--- src/common/rmsd_consts.svh ---
// Constants for the register map select decoder.
`ifndef RMSD_CONSTS_SVH
`define RMSD_CONSTS_SVH
`define RMSD_MAIN_ADDR_HI  6'h20
`define RMSD_SUBSEL_OFS    8'h0e
`define RMSD_SUBSEL_LSB    5
`define RMSD_SUBSEL_RST    2'h0
`define RMSD_OUTADDR_OFS   8'hfe
`define RMSD_OUTADDR_RST   8'h00
`define RMSD_SUBADDR_MAX   8'hff
`endif

--- src/common/rmsd_pkg.sv ---
// Types shared by the register map select decoder.
`default_nettype none
package rmsd_pkg;
  typedef enum logic [1:0] {
    RMSD_MAP_USER   = 2'b00,
    RMSD_MAP_INTVBI = 2'b01,
    RMSD_MAP_USER2  = 2'b10,
    RMSD_MAP_OUT    = 2'b11
  } rmsd_map_t;

  typedef enum logic [3:0] {
    RMSD_IDLE = 4'b0000,
    RMSD_DEV  = 4'b0001,
    RMSD_ADEV = 4'b0010,
    RMSD_SUB  = 4'b0011,
    RMSD_SCHK = 4'b0100,
    RMSD_ASUB = 4'b0101,
    RMSD_WR   = 4'b0110,
    RMSD_AWR  = 4'b0111,
    RMSD_RNXT = 4'b1000,
    RMSD_RD   = 4'b1001,
    RMSD_RACK = 4'b1010
  } rmsd_st_t;

  typedef struct packed {
    rmsd_map_t  map;
    logic [7:0] addr;
    logic [7:0] wdata;
    logic       wr;
    logic       rd;
  } rmsd_req_t;

  typedef struct packed {
    rmsd_st_t   st;
    logic [2:0] cnt;
    logic       got;
    logic [7:0] sh;
    logic       scl_q;
    logic       sda_q;
    logic       rw;
    rmsd_req_t  req;
    logic       sda_oe;
    logic       sda_out;
    logic [1:0] subsel;
    logic [7:0] outaddr;
  } rmsd_state_t;
endpackage
`default_nettype wire

--- src/hw/rmsd_decoder.sv ---
// Two-wire slave front end that decodes device addresses into register maps and sub maps.
`timescale 1ns/1ns
`default_nettype none
`include "rmsd_consts.svh"
module rmsd_decoder (
  input  wire logic               ref_clk,
  input  wire logic               rst_n,
  input  wire logic               address_strap_pin,
  input  wire logic               scl_in,
  input  wire logic               sda_in,
  output logic                    sda_out,
  output logic                    sda_oe,
  output rmsd_pkg::rmsd_req_t     req,
  input  wire logic               subaddr_ok,
  input  wire logic [7:0]         rd_data,
  output logic [1:0]              submap_select,
  output logic [7:0]              output_map_device_address
);
  import rmsd_pkg::*;

  rmsd_state_t s;
  rmsd_state_t next_s;
  logic        rise;
  logic        fall;
  logic        start_c;
  logic        stop_c;
  logic [6:0]  dev7;
  logic        main_hit;
  logic        out_hit;
  rmsd_map_t   sel_map;
  logic        sel_reg_hit;
  logic        out_reg_hit;
  logic        sub_ok;
  logic [7:0]  rdval;
  logic [7:0]  addr_inc;
  logic        byte_end;

  assign rise     = scl_in & ~s.scl_q;
  assign fall     = ~scl_in & s.scl_q;
  assign start_c  = s.scl_q & scl_in & s.sda_q & ~sda_in;
  assign stop_c   = s.scl_q & scl_in & ~s.sda_q & sda_in;
  assign dev7     = s.sh[7:1];
  assign byte_end = fall & s.got;
  // strap drives bit one of the address byte
  assign main_hit = (dev7 == {`RMSD_MAIN_ADDR_HI >> 1, address_strap_pin});
  // strap and select play no part
  assign out_hit  = (s.outaddr[7:1] != 7'h00) && (dev7 == s.outaddr[7:1]);

  // The select register appears in every main sub map so it can always be rewritten.
  assign sel_reg_hit = (s.req.map != RMSD_MAP_OUT) && (s.req.addr == `RMSD_SUBSEL_OFS);
  assign out_reg_hit = (s.req.map == RMSD_MAP_USER) && (s.req.addr == `RMSD_OUTADDR_OFS);
  assign sub_ok      = sel_reg_hit | out_reg_hit | subaddr_ok;
  assign addr_inc    = (s.req.addr == `RMSD_SUBADDR_MAX) ? s.req.addr : s.req.addr + 8'h01;

  always_comb begin
    rdval = rd_data;
    if (sel_reg_hit) begin
      rdval = 8'h00;
      rdval[`RMSD_SUBSEL_LSB +: 2] = s.subsel;
    end else if (out_reg_hit) begin
      rdval = s.outaddr;
    end
  end

  // three sub maps from one select field
  always_comb begin
    case (s.subsel)
      2'b01: sel_map = RMSD_MAP_INTVBI;
      2'b10: sel_map = RMSD_MAP_USER2;
      // select 11 and 00 reach the user map
      default: sel_map = RMSD_MAP_USER;
    endcase
  end

  always_comb begin
    next_s        = s;
    next_s.scl_q  = scl_in;
    next_s.sda_q  = sda_in;
    next_s.req.wr = 1'b0;
    next_s.req.rd = 1'b0;
    if (start_c) begin
      next_s.st     = RMSD_DEV;
      next_s.cnt    = 3'h0;
      next_s.got    = 1'b0;
      next_s.sda_oe = 1'b0;
    end else if (stop_c) begin
      next_s.st     = RMSD_IDLE;
      next_s.sda_oe = 1'b0;
    end else begin
      case (s.st)
        RMSD_DEV, RMSD_SUB, RMSD_WR: begin
          if (rise) begin
            next_s.sh  = {s.sh[6:0], sda_in};
            next_s.cnt = s.cnt + 3'h1;
            next_s.got = (s.cnt == 3'h7);
          end else if (byte_end) begin
            next_s.got = 1'b0;
            if (s.st == RMSD_DEV) begin
              // only the two map addresses are answered
              if (main_hit | out_hit) begin
                next_s.req.map = out_hit ? RMSD_MAP_OUT : sel_map;
                next_s.rw      = s.sh[0];
                next_s.sda_oe  = 1'b1;
                next_s.st      = RMSD_ADEV;
              end else begin
                next_s.st = RMSD_IDLE;
              end
            end else if (s.st == RMSD_SUB) begin
              next_s.req.addr = s.sh;
              next_s.st       = RMSD_SCHK;
            end else if (sub_ok) begin
              next_s.req.wdata = s.sh;
              next_s.req.wr    = 1'b1;
              next_s.sda_oe    = 1'b1;
              next_s.st        = RMSD_AWR;
              if (sel_reg_hit) begin
                next_s.subsel = s.sh[`RMSD_SUBSEL_LSB +: 2];
              end
              if (out_reg_hit) begin
                next_s.outaddr = s.sh;
              end
            end else begin
              // no acknowledge for data beyond the map
              next_s.st = RMSD_IDLE;
            end
          end
        end
        RMSD_SCHK: begin
          if (sub_ok) begin
            next_s.sda_oe = 1'b1;
            next_s.st     = RMSD_ASUB;
          end else begin
            next_s.st = RMSD_IDLE;
          end
        end
        RMSD_ADEV: begin
          if (fall) begin
            next_s.sda_oe = 1'b0;
            next_s.st     = s.rw ? RMSD_RNXT : RMSD_SUB;
          end
        end
        RMSD_ASUB: begin
          if (fall) begin
            next_s.sda_oe = 1'b0;
            next_s.st     = RMSD_WR;
          end
        end
        RMSD_AWR: begin
          if (fall) begin
            next_s.sda_oe   = 1'b0;
            next_s.req.addr = addr_inc;
            next_s.st       = RMSD_WR;
          end
        end
        RMSD_RNXT: begin
          next_s.sh     = rdval;
          next_s.sda_oe = ~rdval[7];
          next_s.cnt    = 3'h0;
          next_s.req.rd = 1'b1;
          next_s.st     = RMSD_RD;
        end
        RMSD_RD: begin
          if (fall) begin
            next_s.cnt = s.cnt + 3'h1;
            if (s.cnt == 3'h7) begin
              next_s.sda_oe = 1'b0;
              next_s.got    = 1'b0;
              next_s.st     = RMSD_RACK;
            end else begin
              next_s.sh     = {s.sh[6:0], 1'b0};
              next_s.sda_oe = ~s.sh[6];
            end
          end
        end
        RMSD_RACK: begin
          if (rise) begin
            next_s.got = ~sda_in;
            if (sda_in) begin
              next_s.st = RMSD_IDLE;
            end
          end else if (byte_end) begin
            next_s.got      = 1'b0;
            next_s.req.addr = addr_inc;
            next_s.st       = RMSD_RNXT;
          end
        end
        default: next_s.st = RMSD_IDLE;
      endcase
    end
  end

  always_ff @(posedge ref_clk) begin
    if (!rst_n) begin
      s         <= '0;
      s.st      <= RMSD_IDLE;
      // The line samples start at the idle bus level so no false edge follows reset.
      s.scl_q   <= 1'b1;
      s.sda_q   <= 1'b1;
      s.subsel  <= `RMSD_SUBSEL_RST;
      s.outaddr <= `RMSD_OUTADDR_RST;
    end else begin
      s <= next_s;
    end
  end

  assign sda_out                   = s.sda_out;
  assign sda_oe                    = s.sda_oe;
  assign req                       = s.req;
  assign submap_select             = s.subsel;
  assign output_map_device_address = s.outaddr;

  logic dev_done;
  assign dev_done = (s.st == RMSD_DEV) && byte_end && !start_c && !stop_c;

  a_reset_select: assert property (@(posedge ref_clk) $rose(rst_n) |-> s.subsel == 2'h0)
    else $error("select field not cleared by reset");
  a_reset_outaddr: assert property (@(posedge ref_clk) $rose(rst_n) |-> s.outaddr == 8'h00)
    else $error("output map address not cleared by reset");
  a_main_addr_ack: assert property (@(posedge ref_clk) disable iff (!rst_n)
    dev_done && (s.sh[7:1] == {6'h20 >> 1, address_strap_pin}) |=> sda_oe && s.st == RMSD_ADEV)
    else $error("main map address not acknowledged");
  a_submap_route: assert property (@(posedge ref_clk) disable iff (!rst_n)
    dev_done && main_hit && !out_hit |=> req.map == (($past(s.subsel) == 2'b01) ? RMSD_MAP_INTVBI :
      ($past(s.subsel) == 2'b10) ? RMSD_MAP_USER2 : RMSD_MAP_USER))
    else $error("main access routed to wrong sub map");
  a_out_silent: assert property (@(posedge ref_clk) disable iff (!rst_n)
    dev_done && !main_hit && s.outaddr[7:1] == 7'h00 |=> s.st == RMSD_IDLE && !sda_oe)
    else $error("output map answered before its address was set");
  a_out_decode: assert property (@(posedge ref_clk) disable iff (!rst_n)
    dev_done && s.outaddr[7:1] != 7'h00 && s.sh[7:1] == s.outaddr[7:1] |=> req.map == RMSD_MAP_OUT ##0 sda_oe)
    else $error("output map address not decoded");
  a_bad_subaddr: assert property (@(posedge ref_clk) disable iff (!rst_n)
    s.st == RMSD_SCHK && !sub_ok && !start_c && !stop_c |=> s.st == RMSD_IDLE && !sda_oe)
    else $error("unknown subaddress was acknowledged");
  a_read_start: assert property (@(posedge ref_clk) disable iff (!rst_n)
    s.st == RMSD_ADEV && fall && s.rw && !start_c && !stop_c |=> ##1 req.rd && s.st == RMSD_RD)
    else $error("read bit did not start a read");
  a_sel_write: assert property (@(posedge ref_clk) disable iff (!rst_n)
    s.st == RMSD_WR && byte_end && sel_reg_hit && !start_c && !stop_c |=> s.subsel == $past(s.sh[6:5]))
    else $error("select write not stored");

  c_main_write: cover property (@(posedge ref_clk) disable iff (!rst_n) req.wr && req.map == RMSD_MAP_USER);
  c_intvbi_read: cover property (@(posedge ref_clk) disable iff (!rst_n) req.rd && req.map == RMSD_MAP_INTVBI);
  c_user2_write: cover property (@(posedge ref_clk) disable iff (!rst_n) req.wr && req.map == RMSD_MAP_USER2);
  c_out_access: cover property (@(posedge ref_clk) disable iff (!rst_n) req.wr && req.map == RMSD_MAP_OUT);
endmodule
`default_nettype wire

--- config.mk ---
export PLATFORM = sky130hd
export DESIGN_NAME = rmsd_decoder
export DESIGN_NICKNAME = d
export VERILOG_FILES = /design/src/common/rmsd_pkg.sv /design/src/hw/rmsd_decoder.sv
export VERILOG_INCLUDE_DIRS = /design/src /design/src/common
export SDC_FILE = /design/constraint.sdc
export NUM_CORES = 1
export LEC_CHECK = 0
export BUFFER_PORTS_ARGS = -buffer_cell sky130_fd_sc_hd__clkbuf_2
export CAP_MARGIN = 15
export CORE_ASPECT_RATIO = 1.1
export CORE_UTILIZATION = 35
export DETAILED_ROUTE_END_ITERATION = 10
export SETUP_SLACK_MARGIN = 0.05
export SYNTH_ARGS = -nofsm -noshare
export SYNTH_HDL_FRONTEND = slang
export SYNTH_SLANG_ARGS = --single-unit
--- constraint.sdc ---
create_clock -name ref_clk -period 3.5 [get_ports ref_clk]
set_clock_uncertainty 0.1 [all_clocks]
set_input_delay 0.175 -clock ref_clk [delete_from_list [all_inputs] [get_ports ref_clk]]
set_output_delay 0.175 -clock ref_clk [all_outputs]
set_load 0.005 [all_outputs]
==> key figures <==
Status
  • Status: complete, no violations

Detailed routing
  • DR WL/cell: 15.9 microns
  • 1st-iter DRT viols: 152
  • Drt via density: 5.47
  • # DRC: 0
  • Routed WL: 8690 microns
  • Detailed-route via count: 2993
  • Post-route ant nets: 0
  • DR pass1 iterations: 4

CTS
  • PostCTS Resize Cnt: 0
  • Setup bufs post-CTS: 0
  • Worst-Skew Late Latency: 310 ps
  • CTS Buf Count: 5
  • # hold bufs at CTS: 0
  • H-Tree Depth: 2
  • Clock buffer depth: 2
  • CTS tree: built
  • Clock Tree Root: clkbuf_8
  • Clk slew on worst S/H paths: 100 ps
  • Clock sink count: 50

STA
  • Fmax: 395 MHz
  • Worst slew margin: 0.437
  • Fin crit share: 0.724
  • Slew Viols, Final: 0
  • Final Hold Vio Count: 0
  • Slew @ Worst Pin: 844 ps
  • Setup TNS Final: 0 ps
  • Setup Viol. Count Final: 0
  • RSZ-0062 raised after global routing: no
  • Period minus WS final: 2530 ps

Placement
  • Number of I/O port buffers: 44
  • DP Wirelength: 6380 microns
  • Routability cong.: 0.876

Synthesis
  • Synth area leaders: dfxtp_1 (29%), mux2i_1 (9.6%), buf_4 (7.0%), nor2_1 (5.0%), a21oi_1 (4.6%)
  • EDFF count, synth: 0
  • Primary FF master, synth: dfxtp_1
  • Top cell type's share of synthesized area: 0.290
  • Biggest area consumer among synthesized cells: dfxtp_1
  • Avg Inst Size Synth: 8.14 sq um
  • Yosys Warn Count: 0
  • Seq/Total Area, Yosys: 0.290
  • Mapped Nets: 442
  • Mapped Cells: 424
  • Synthesized area: 0.00345 sq mm
  • Async S/R FF share, synth: 0
  • Post-synth cell types: 70
  • Synth Register Bits: 50

Power
  • Pwr Total: 0.00108 W
  • Power density cells: 298 mW/mm^2
  • Leak: 1.58 nW
  • Worst VDD drop: 0.000187 V

Worst setup path
  • CP Class: register to register
  • CP Max Fanout: 26
  • CP Capture Type: register
  • Cell Chain, Critical Path: nor4bb_1 -> a211oi_1 -> o221a_2 -> o21ai_1 -> or3_1 -> a21oi_1
  • Worst path slowest cell: dfxtp_1
  • Crit path DAT: 2670 ps
  • Top cell family by delay on the critical path: flip-flops
  • Startpoint Class: register
  • CP required: 3630 ps
  • Peak per-stage delay on the critical path: 880 ps
  • CP Buf/Inv Count: 0

Final layout
  • Highest-count cells in the layout ignoring fill and taps: dfxtp_1 (50), nor2_1 (46), clkbuf_2 (44)
  • Layout cells sized above 1: 0.200
  • N_diodes: 0
  • Commonest non-fill, non-tap cell in the layout: dfxtp_1
  • Final nets: 447
  • Area growth syn-to-layout: 5.44%

Global routing
  • Busiest grt layer: met2
  • Met2 Track Usage GR: 0.293
  • Total GRT Usage: 0.174
  • Largest net degree at the start of global routing: 36
  • GRT overflow: 0
  • First-pass GRT wire length: 14500 microns
  • Vias in the first global route: 2874
  • M1 GR Usage: 0.228
  • Initial antenna violation count: 0
  • M3 GR Usage: 0.0230

Floorplanning
  • I/O pin cnt: 46
  • Initial Util: 0.364
  • Row count: 37
  • Total die area: 0.0103 sq mm
  • Core Region: 0.00949 sq mm
  • Die Y: 106 microns
  • Die Wd: 96.7 microns

Worst hold path
  • Hold Path Class: input port to register

Run
  • Max_cap viols: 0
-- final timing paths --
check / startpoint / endpoint / slack [ps] / depth (start not counted)
min reg2reg: s[46] / s[46] / 380 / 2
max: s[47] / s[50] / 970 / 6
min: rst_n / s[34] / 110 / 2
max reg2reg: s[47] / s[50] / 970 / 6
-- report_power, final --
group	leakage [nW]	total [W]	switching, W	internal (W)
Combinational	1.12	0.0000774	0.0000459	0.0000315
Sequential	0.403	0.000580	0.00000844	0.000571
Clock	0.0585	0.000426	0.000212	0.000215
-- layer usage --
layer	routed length, microns	vias up
met3	366	14
li1	-	1487
met5	0	-
met2	4130	81
met4	155	0
met1	4040	1411
-- stage by stage --
stage | cell area [sq um] | util | hold WS (ps) | cells | setup slack (ps)
4_1_cts | 3640 | 0.384 | 100 | 547 | 997
6_report | 3640 | 0.384 | 106 | 547 | 965
3_5_place_dp | 3530 | 0.372 | 371 | 539 | 1010
5_1_grt | 3640 | 0.384 | 110 | 547 | 705
2_1_floorplan | 3450 | - | 177 | 424 | 1410
3_3_place_gp | 3530 | 0.372 | 361 | 539 | 1070
-- cells by family (layout without fill, tap and decap cells) --
kind of cell	after synthesis	after routing	synth area share
AND/OR/NAND/NOR	155	155	0.242
AO/OA/AOI/OAI	102	102	0.211
buffers and inverters	68	74	0.118
flip-flops	50	50	0.290
multiplexers	33	33	0.0957
XOR/XNOR	11	11	0.0279
adder cells (fa/ha/maj)	4	4	0.0145
other	1	1	0.00109
-- registers in the layout, indices dropped and copies added, names as in the netlist --
name	count
req	20
dev7	7
output_map_device_address	8
submap_select	2
s	12
sda_oe	1
-- cells in the mapped netlist, types with 4 or more instances --
cell      count
a211oi_1      6
a21oi_1      32
dfxtp_1      50
o21ai_0      18
nand3_1      14
buf_2         8
buf_4        32
nand2b_1      9
o221a_2       5
xor2_1        9
clkbuf_1     10
nor2b_1       4
nor3_1       13
o211ai_1      4
o31ai_1       4
ha_1          4
mux2i_1      33
inv_1        12
nand2_1      36
nor2_1       46
-- area by class of cell --
| cell class | instances | area (sq um) |
|---|---|---|
| well taps | 117 | 146 |
| clock inverters | 3 | 43.8 |
| multi-input cells | 306 | 2040 |
| flip-flops and latches | 50 | 1000 |
| clock buffers | 5 | 68.8 |
| fillers | 978 | 5850 |
| inverters | 13 | 48.8 |
| repair buffers | 53 | 288 |
Note: power is estimated with default switching activity, not from simulation.
